--- src/sws_pkg.sv ---
package sws_pkg;

    localparam int unsigned CLK_HZ           = 50_000_000;
    localparam int unsigned CYC_PER_US       = CLK_HZ / 1_000_000;
    localparam int unsigned CYC_PER_MS       = CLK_HZ / 1_000;

    // Times as specified, in their own unit
    localparam int unsigned SENSE_FILT_US    = 2;
    localparam int unsigned EW_PULSE_US      = 10;
    localparam int unsigned MRST_MIN_US      = 20;
    localparam int unsigned WD_PULSE_US      = 100;
    localparam int unsigned PERIOD_SHORT_MS  = 10;
    localparam int unsigned PERIOD_MID_MS    = 100;
    localparam int unsigned PERIOD_LONG_MS   = 1000;

    // Cycle counts (least times, exact at 50 MHz)
    localparam int unsigned SENSE_FILT_CYC   = SENSE_FILT_US * CYC_PER_US;
    localparam int unsigned EW_PULSE_CYC     = EW_PULSE_US * CYC_PER_US;
    localparam int unsigned MRST_MIN_CYC     = MRST_MIN_US * CYC_PER_US;
    localparam int unsigned WD_PULSE_CYC     = WD_PULSE_US * CYC_PER_US;
    localparam int unsigned PERIOD_SHORT_CYC = PERIOD_SHORT_MS * CYC_PER_MS;
    localparam int unsigned PERIOD_MID_CYC   = PERIOD_MID_MS * CYC_PER_MS;
    localparam int unsigned PERIOD_LONG_CYC  = PERIOD_LONG_MS * CYC_PER_MS;

    localparam int unsigned CNT_W            = 26;
    localparam int unsigned ADDR_W           = 8;
    localparam int unsigned PIN_W            = 10;

    // Register map
    localparam logic [ADDR_W-1:0] CTRL_ADDR   = 8'h00;
    localparam logic [ADDR_W-1:0] STATUS_ADDR = 8'h04;
    localparam logic [ADDR_W-1:0] MASK_ADDR   = 8'h08;
    localparam logic [ADDR_W-1:0] STATE_ADDR  = 8'h0c;

    localparam logic [31:0] CTRL_RST         = 32'h0;
    localparam logic [31:0] MASK_RST         = 32'h0;
    localparam logic        FLAG_RST         = 1'b1;
    localparam logic [PIN_W-1:0] PIN_RST     = 10'h001;

    // Control: two-bit delay select per rail, low rail first
    localparam int unsigned CTRL_DLY_LSB     = 0;
    localparam int unsigned CTRL_DLY_W       = 2;

    // Event bits, shared by status and mask
    localparam int unsigned EVT_WD           = 0;
    localparam int unsigned EVT_EW1          = 1;
    localparam int unsigned EVT_EW2          = 2;
    localparam int unsigned EVT_MRST         = 3;
    localparam int unsigned EVT_RAIL         = 4;
    localparam int unsigned EVT_W            = 5;

    // Three-level strap codes
    localparam logic [1:0] SEL_LOW           = 2'h0;
    localparam logic [1:0] SEL_FLOAT         = 2'h1;

    typedef enum logic [1:0] {
        SWS_WD_IDLE    = 2'b00,
        SWS_WD_RUN     = 2'b01,
        SWS_WD_EXPIRED = 2'b10
    } sws_wd_state_type;

endpackage

--- src/sws_timer.sv ---
module sws_timer
    import sws_pkg::*;
#(
    parameter int unsigned W = CNT_W
) (
    input  wire logic         CLK,
    input  wire logic         RST_N,
    input  wire logic         RUN,
    input  wire logic [W-1:0] LIMIT,
    output logic      [W-1:0] COUNT,
    output logic              DONE
);

    typedef struct packed {
        logic [W-1:0] cnt;
    } sws_timer_state_type;

    sws_timer_state_type st_r;
    sws_timer_state_type st_nxt;

    // Counts while RUN holds, saturates at LIMIT, clears when RUN drops
    always_comb begin
        st_nxt = st_r;
        if (!RUN) begin
            st_nxt.cnt = '0;
        end else if (st_r.cnt != LIMIT) begin
            st_nxt.cnt = st_r.cnt + 1'b1;
        end
    end

    always_ff @(posedge CLK or negedge RST_N) begin
        if (!RST_N) begin
            st_r <= '0;
        end else begin
            st_r <= st_nxt;
        end
    end

    assign COUNT = st_r.cnt;
    assign DONE  = RUN && (st_r.cnt == LIMIT);

endmodule // sws_timer

--- src/sws_supervisor.sv ---
// Added by the designer: the register offsets and the strobed register port.
module sws_supervisor
    import sws_pkg::*;
#(
    parameter bit               HAS_WATCHDOG = 1'b1,
    parameter logic [CNT_W-1:0] PERIOD_SHORT = CNT_W'(PERIOD_SHORT_CYC),
    parameter logic [CNT_W-1:0] PERIOD_MID   = CNT_W'(PERIOD_MID_CYC),
    parameter logic [CNT_W-1:0] PERIOD_LONG  = CNT_W'(PERIOD_LONG_CYC),
    parameter logic [CNT_W-1:0] WD_PULSE     = CNT_W'(WD_PULSE_CYC)
) (
    input  wire logic              CLK,
    input  wire logic              RST_N,
    input  wire logic [ADDR_W-1:0] ADDR,
    input  wire logic [31:0]       WDATA,
    input  wire logic              WR_EN,
    input  wire logic              RD_EN,
    output logic      [31:0]       RDATA,
    output logic                   IRQ,
    input  wire logic              MASTER_MANUAL_RESET_N,
    input  wire logic              KICK_PULSE_IN,
    input  wire logic [1:0]        WATCHDOG_PERIOD_SELECT,
    input  wire logic              SENSE_INPUT_ONE_BELOW,
    input  wire logic              SENSE_INPUT_TWO_BELOW,
    input  wire logic [1:0]        RAIL_ABOVE_1V5,
    input  wire logic [1:0]        RAIL_IN_TOL,
    output logic      [1:0]        SUPPLY_RESET_N,
    output logic                   EARLY_WARNING_ONE_N,
    output logic                   EARLY_WARNING_TWO_N,
    output logic                   WATCHDOG_EXPIRED_N,
    output logic                   LAST_RESET_SOURCE_FLAG
);

    localparam logic [CNT_W-1:0] SENSE_LIM = CNT_W'(SENSE_FILT_CYC);
    localparam logic [CNT_W-1:0] EW_LIM    = CNT_W'(EW_PULSE_CYC);
    localparam logic [CNT_W-1:0] MRST_LIM  = CNT_W'(MRST_MIN_CYC);

    typedef struct packed {
        logic [PIN_W-1:0] s1;
        logic [PIN_W-1:0] s2;
        logic             kick_d;
        logic [1:0]       tol_d;
        logic             mrst_q_d;
        logic             mrst_after;
        logic [1:0]       ew_q_d;
        logic [1:0]       ew_pulse;
        sws_wd_state_type wd;
        logic             flag;
        logic [1:0]       rst_n;
        logic [1:0]       ew_n;
        logic             wd_n;
        logic [31:0]      ctrl;
        logic [31:0]      mask;
        logic [EVT_W-1:0] status;
        logic [31:0]      rdata;
    } sws_state_type;

    sws_state_type    st_r;
    sws_state_type    st_nxt;

    logic [PIN_W-1:0] pins;
    logic             mrst_n_s;
    logic             kick_s;
    logic [1:0]       below;
    logic [1:0]       v15;
    logic [1:0]       tol;
    logic [1:0]       psel;
    logic             power_low;
    logic             kick_edge;
    logic             mrst_qual;
    logic             mrst_rise;
    logic             mrst_dly_done;
    logic             force_all;
    logic             rail_evt;
    logic             wd_done;
    logic             wdp_done;
    logic             wd_enter;
    logic [1:0]       rail_ok;
    logic [1:0]       ew_qual;
    logic [1:0]       ew_rise;
    logic [1:0]       ew_hold_done;
    logic [CNT_W-1:0] wd_cnt;
    logic [CNT_W-1:0] wd_limit;
    logic [EVT_W-1:0] events;

    function automatic logic [CNT_W-1:0] period_of(input logic [1:0] sel);
        if (sel == SEL_LOW) begin
            return PERIOD_SHORT;
        end else if (sel == SEL_FLOAT) begin
            return PERIOD_MID;
        end
        return PERIOD_LONG;
    endfunction

    assign pins = {WATCHDOG_PERIOD_SELECT, RAIL_IN_TOL, RAIL_ABOVE_1V5,
                   SENSE_INPUT_TWO_BELOW, SENSE_INPUT_ONE_BELOW, KICK_PULSE_IN, MASTER_MANUAL_RESET_N};
    assign {psel, tol, v15, below, kick_s, mrst_n_s} = st_r.s2;

    assign power_low = ~|v15;
    assign kick_edge = kick_s ^ st_r.kick_d;
    assign mrst_rise = mrst_qual & ~st_r.mrst_q_d;
    assign force_all = power_low | mrst_qual | st_r.mrst_after;
    assign rail_evt  = |(st_r.tol_d & ~tol);
    assign wd_limit  = period_of(psel);
    assign ew_rise   = ew_qual & ~st_r.ew_q_d & {~HAS_WATCHDOG, 1'b1};
    assign wd_enter  = (st_r.wd == SWS_WD_RUN) & wd_done & (|rail_ok);

    assign events[EVT_WD]   = wd_enter;
    assign events[EVT_EW1]  = ew_rise[0];
    assign events[EVT_EW2]  = ew_rise[1];
    assign events[EVT_MRST] = mrst_rise;
    assign events[EVT_RAIL] = rail_evt;

    // Master reset qualifies after a sustained low, then holds a delay after release
    sws_timer u_mrst_filt (
        .CLK(CLK), .RST_N(RST_N), .RUN(~mrst_n_s & ~power_low), .LIMIT(MRST_LIM),
        .COUNT(), .DONE(mrst_qual)
    );
    sws_timer u_mrst_dly (
        .CLK(CLK), .RST_N(RST_N), .RUN(st_r.mrst_after & ~mrst_qual),
        .LIMIT(period_of(st_r.ctrl[CTRL_DLY_LSB +: CTRL_DLY_W])), .COUNT(), .DONE(mrst_dly_done)
    );

    for (genvar i = 0; i < 2; i++) begin : g_ch
        sws_timer u_rail (
            .CLK(CLK), .RST_N(RST_N), .RUN(tol[i] & ~power_low & ~mrst_qual),
            .LIMIT(period_of(st_r.ctrl[CTRL_DLY_LSB + CTRL_DLY_W * i +: CTRL_DLY_W])),
            .COUNT(), .DONE(rail_ok[i])
        );
        sws_timer u_filt (
            .CLK(CLK), .RST_N(RST_N), .RUN(below[i]), .LIMIT(SENSE_LIM),
            .COUNT(), .DONE(ew_qual[i])
        );
        sws_timer u_hold (
            .CLK(CLK), .RST_N(RST_N), .RUN(st_r.ew_pulse[i]), .LIMIT(EW_LIM),
            .COUNT(), .DONE(ew_hold_done[i])
        );
    end

    // A strobe edge drops RUN for one cycle, clearing the count; host keeps it frequent
    sws_timer u_wd (
        .CLK(CLK), .RST_N(RST_N), .RUN((st_r.wd == SWS_WD_RUN) & ~kick_edge),
        .LIMIT(wd_limit), .COUNT(wd_cnt), .DONE(wd_done)
    );
    sws_timer u_wd_pulse (
        .CLK(CLK), .RST_N(RST_N), .RUN(st_r.wd == SWS_WD_EXPIRED), .LIMIT(WD_PULSE),
        .COUNT(), .DONE(wdp_done)
    );

    always_comb begin
        st_nxt          = st_r;
        st_nxt.s1       = pins;
        st_nxt.s2       = st_r.s1;
        st_nxt.kick_d   = kick_s;
        st_nxt.tol_d    = tol;
        st_nxt.mrst_q_d = mrst_qual;
        st_nxt.ew_q_d   = ew_qual;
        if (mrst_qual) begin
            st_nxt.mrst_after = 1'b1;
        end else if (mrst_dly_done) begin
            st_nxt.mrst_after = 1'b0;
        end
        st_nxt.ew_pulse = (st_r.ew_pulse & ~ew_hold_done) | ew_rise;
        if (mrst_rise) begin
            st_nxt.flag = 1'b0;
        end else if (rail_evt) begin
            st_nxt.flag = 1'b1;
        end
        // No disable path: only rail state starts or stops the watchdog
        case (st_r.wd)
            SWS_WD_IDLE: begin
                if (HAS_WATCHDOG && (|rail_ok)) begin
                    st_nxt.wd = SWS_WD_RUN;
                end
            end
            SWS_WD_RUN: begin
                if (!(|rail_ok)) begin
                    st_nxt.wd = SWS_WD_IDLE;
                end else if (wd_done) begin
                    st_nxt.wd = SWS_WD_EXPIRED;
                end
            end
            SWS_WD_EXPIRED: begin
                if (wdp_done) begin
                    st_nxt.wd = (|rail_ok) ? SWS_WD_RUN : SWS_WD_IDLE;
                end
            end
            default: begin
                st_nxt.wd = SWS_WD_IDLE;
            end
        endcase
        st_nxt.rst_n   = rail_ok;
        st_nxt.ew_n[0] = ~(force_all | ew_qual[0] | st_r.ew_pulse[0]);
        if (HAS_WATCHDOG) begin
            st_nxt.ew_n[1] = ~force_all;
        end else begin
            st_nxt.ew_n[1] = ~(force_all | ew_qual[1] | st_r.ew_pulse[1]);
        end
        st_nxt.wd_n = ~(force_all | (st_nxt.wd == SWS_WD_EXPIRED));
        if (WR_EN) begin
            if (ADDR == CTRL_ADDR) begin
                st_nxt.ctrl = WDATA;
            end else if (ADDR == MASK_ADDR) begin
                st_nxt.mask = WDATA;
            end else if (ADDR == STATUS_ADDR) begin
                st_nxt.status = st_r.status & ~WDATA[EVT_W-1:0];
            end
        end
        // New events win over a same-cycle clear
        st_nxt.status = st_nxt.status | events;
        st_nxt.rdata  = '0;
        if (RD_EN) begin
            if (ADDR == CTRL_ADDR) begin
                st_nxt.rdata = st_r.ctrl;
            end else if (ADDR == STATUS_ADDR) begin
                st_nxt.rdata = 32'(st_r.status);
            end else if (ADDR == MASK_ADDR) begin
                st_nxt.rdata = st_r.mask;
            end else if (ADDR == STATE_ADDR) begin
                st_nxt.rdata = 32'({st_r.wd, power_low, st_r.rst_n, st_r.flag, st_r.ew_n, st_r.wd_n});
            end
        end
    end

    always_ff @(posedge CLK or negedge RST_N) begin
        if (!RST_N) begin
            st_r      <= '0;
            st_r.s1   <= PIN_RST;
            st_r.s2   <= PIN_RST;
            st_r.flag <= FLAG_RST;
            st_r.ctrl <= CTRL_RST;
            st_r.mask <= MASK_RST;
        end else begin
            st_r <= st_nxt;
        end
    end

    assign RDATA                  = st_r.rdata;
    assign IRQ                    = |(st_r.status & st_r.mask[EVT_W-1:0]);
    assign SUPPLY_RESET_N         = st_r.rst_n;
    assign EARLY_WARNING_ONE_N    = st_r.ew_n[0];
    assign EARLY_WARNING_TWO_N    = st_r.ew_n[1];
    assign WATCHDOG_EXPIRED_N     = st_r.wd_n;
    assign LAST_RESET_SOURCE_FLAG = st_r.flag;

    // Helper run-length counters for the checks below
    logic [15:0] below_len_r;
    logic [15:0] pulse_len_r;
    logic [15:0] exp_len_r;

    always_ff @(posedge CLK or negedge RST_N) begin
        if (!RST_N) begin
            below_len_r <= '0;
            pulse_len_r <= '0;
            exp_len_r   <= '0;
        end else begin
            below_len_r <= below[0] ? below_len_r + (below_len_r != 16'hffff) : '0;
            pulse_len_r <= st_r.ew_pulse[0] ? pulse_len_r + (pulse_len_r != 16'hffff) : '0;
            exp_len_r   <= (st_r.wd == SWS_WD_EXPIRED) ? exp_len_r + (exp_len_r != 16'hffff) : '0;
        end
    end
endmodule // sws_supervisor

--- config.mk ---
export PLATFORM = sky130hd
export DESIGN_NAME = sws_supervisor
export DESIGN_NICKNAME = d
export VERILOG_FILES = /design/src/sws_pkg.sv /design/src/sws_timer.sv /design/src/sws_supervisor.sv
export SDC_FILE = /design/constraint.sdc
export NUM_CORES = 1
export LEC_CHECK = 0
export ABC_AREA = 1
export ABC_CLOCK_PERIOD_IN_PS = 2400
export BUFFER_PORTS_ARGS = -buffer_cell sky130_fd_sc_hd__buf_2
export CAP_MARGIN = 5
export CORE_AREA = 3 3 251 253
export CTS_BUF_LIST = sky130_fd_sc_hd__clkbuf_4
export DETAILED_ROUTE_END_ITERATION = 12
export DIE_AREA = 0 0 254 256
export MAX_ROUTING_LAYER = met4
export SLEW_MARGIN = 20
export SYNTH_ARGS = -nofsm -noshare
export SYNTH_HDL_FRONTEND = slang
export SYNTH_SLANG_ARGS = --single-unit
--- constraint.sdc ---
create_clock -name CLK -period 2.4 [get_ports CLK]
set_input_delay 0.24 -clock CLK [delete_from_list [all_inputs] [get_ports CLK]]
set_output_delay 0.24 -clock CLK [all_outputs]
set_load 0.05 [all_outputs]
==> impl_metrics.toml <==
[synth]
synthCells = 2330
ys.flop_type = "dfrtp_1"
synthTopCellsByCount = "nand2_1 (500), dfrtp_1 (339), inv_1 (272)"
ys_ff_latch = 342
ys_warn_count = 0
ys_types = 57
yosys.area.top_type_share_pct = 46.5
synth.net_count = 2400
yosysSeqAreaShare_pct = 46.9
syn_area_sq_mm = 0.0182
yosysMostFrequentCell = "nand2_1"
yosysTopAreaCell = "dfrtp_1"
syn_avg_cell_area_sq_um = 7.83
synthArstFlopShare_pct = 100
synth_edf_count = 0
synth_area_leaders = "dfrtp_1 (46%), nand2_1 (10%), inv_1 (5.6%)"

[worst_setup_path]
r2r_end = "u_mrst_dly.COUNT[1]"
worst-setup-path-type = "reg2reg"
arrival_ns = 2.93
worstReg2RegStart = "st_r[70]"
path_max_fanout = 20
cp_data_required_time_ns = 3.17
end_kind = "flop"
ff2ff_path_depth = 10
r2r_slack_ns = 0.24
startpoint = "st_r[70]"
worstSetupStartpointType = "flop"

[timing]
fin_crit_ns = 2.16
setup_slack_ns = 0.237
finalCritPeriodShare_pct = 90.1
slew_headroom_pct = 63.9
tightest_slew_ns = 0.542
hold-worst-slack_ns = 0.0735
hold_violations = 0
setup_viol = 0
slew_viol_final = 0
setup_tns_ns = 0
fin_worst_skew_ns = 0.0603
rsz0062_at_grt = "no"
fmax_mhz = 462

[drt]
routed.top_layer = "met4"
met2_length_um = 20800
postRouteAntennaNets = 0
drc = 0
drt-initial-drc-count = 980
wl_met3_um = 1960
vias = 15744
wl_per_cell_um = 13.6
vias_per_cell = 4.64
wl_um = 46000
dr.pass1.iters = 5
met1_length_um = 22100

[finish]
fin_cells = 3394
design_area_sq_mm = 0.0214
drive_above_1_share_pct = 14.0
multi_input_area_sq_mm = 0.00806
areaGrowthSynthToFinish_pct = 17.1
final_nets = 2587
nFillCells = 6486
post-route-util_pct = 34.9
area.sequential_sq_mm = 0.00856

[die]
num_rows = 91
dieArea_sq_mm = 0.0650
die-height_um = 256
start_util_pct = 29.8
ios = 93
core_sq_mm = 0.0613
die_w_um = 254

[place]
hpwl_um = 32700
postPlaceCellArea_sq_mm = 0.0194
place_ws_ns = 0.190
place_congestion = 0.908
portBuffers = 91
placed_cells = 3151

[clock_network]
cts.sinks = 342
cts-root-buf = "clkbuf_4"
cts_tree = "done"
cts_resized = 0
clock_latency_ns = 0.83
htreeDepth = 3
clk_pin_slew_ns = 0.07
clockBufferDepth = 3
cts_buffers = 94

[power]
total_power_mw = 12.4
leakage_nw = 9.45
max-vdd-ir-drop_mv = 0.304
power_density_mw_per_mm2 = 579

[grt]
grt_pass1_wl_um = 77400
grt_max_degree = 78
antenna_found_initial = 2
overflow = 0
grtUsageTotal_pct = 14.8
grt_pass1_vias = 15326

[flow_run]
drv_cap = 0

[min_path]
hold_path_class = "in2async"

[run_status]
status = "finished, final reports clean"
## state kept, by name, indices dropped and copies added, names as in the netlist, 11 cells and up
name               cells
RDATA                 32
g_ch.u_filt.COUNT     26
g_ch.u_hold.COUNT     26
g_ch.u_rail.COUNT     52
st_nxt                11
st_r                  80
u_mrst_dly.COUNT      26
u_mrst_filt.COUNT     26
u_wd.COUNT            26
u_wd_pulse.COUNT      26
## final cells by class
type / count / share of cell area (%)
Sequential cell: 342 / 40.1
Antenna cell: 5 / 0.0586
Tap cell: 790 / 4.63
Timing Repair Buffer: 183 / 6.30
Clock buffer: 130 / 4.57
Clock inverter: 48 / 1.63
Multi-Input combinational cell: 1614 / 37.7
Inverter: 282 / 4.99
## what timing repair did
action                                  CTS  global route
endpoints found under the setup margin    0             1
setup buffers                             0             3
endpoints found under the hold margin   434             0
hold buffers                             57             0
## report_power, final
part | internal [mW] | total [mW] | leakage (nW) | switching (mW)
clock | 3.18 | 5.75 | 0.775 | 2.57
combinational | 0.259 | 0.706 | 4.00 | 0.447
sequential | 5.85 | 5.92 | 4.67 | 0.0675
total | 9.29 | 12.4 | 9.45 | 3.08
## logic make-up after synthesis
| kind of cell | count (synthesis) | synth area share, % |
|---|---|---|
| DFF | 342 | 46.9 |
| buffers and inverters | 374 | 8.94 |
| and+or+nand+nor | 1144 | 28.4 |
| adders and majority gates | 16 | 1.10 |
| xor gates and xnor gates | 61 | 2.93 |
| AOI/OAI and AO/OA | 393 | 11.7 |
## worst max-delay path by stage
stage / end / slack (ns)
after floorplan: u_mrst_dly.COUNT[24] / 0.69
after global placement: WATCHDOG_EXPIRED_N / 0.22
after detailed placement: WATCHDOG_EXPIRED_N / 0.19
after CTS: WATCHDOG_EXPIRED_N / 0.15
after global routing: st_r[107] / 0.09
final: u_mrst_dly.COUNT[1] / 0.24
## critical path: stages, from the launching register on
cell     delay (ns)
dfrtp_1        0.51
inv_4          0.19
nand2_4        0.24
inv_1          0.20
nor3_1         0.17
nand3_1        0.10
o41ai_2        0.08
nand3_1        0.11
nor2_1         0.31
nand3_1        0.12
nand2_1        0.08
## per-layer routing
metal | global-route usage, % | up-vias
met3 | 3.24 | 83
met5 | - | -
li1 | - | 8063
met2 | 22.3 | 286
met1 | 19.7 | 7312
met4 | 4.91 | 0
## cell usage in the layout, fill, tap and decap left out, drive strengths merged, types with 2 or more instances in the layout
cell type / Yosys / layout
nand3: 130 / 130
xor2: 47 / 47
xnor2: 14 / 14
o41ai: 2 / 2
nand4: 61 / 61
o21ai: 184 / 184
ha: 16 / 16
a21boi: 2 / 2
o21a: 6 / 6
a31oi: 10 / 10
nand2: 514 / 514
dfrtp: 339 / 339
or2: 7 / 7
dfstp: 3 / 3
clkbuf: 28 / 130
a311oi: 4 / 4
diode: 0 / 5
o211ai: 3 / 3
o22ai: 9 / 9
nor3b: 3 / 3
clkinv: 1 / 41
nor3: 100 / 100
nor4: 34 / 34
a22oi: 3 / 3
inv: 281 / 283
a21oi: 155 / 155
bufinv: 0 / 6
nand3b: 4 / 4
dlygate4sd3: 0 / 56
a221oi: 2 / 2
nor2: 289 / 289
buf: 64 / 127
a211oi: 8 / 8
(Power assumes the default switching activity.)
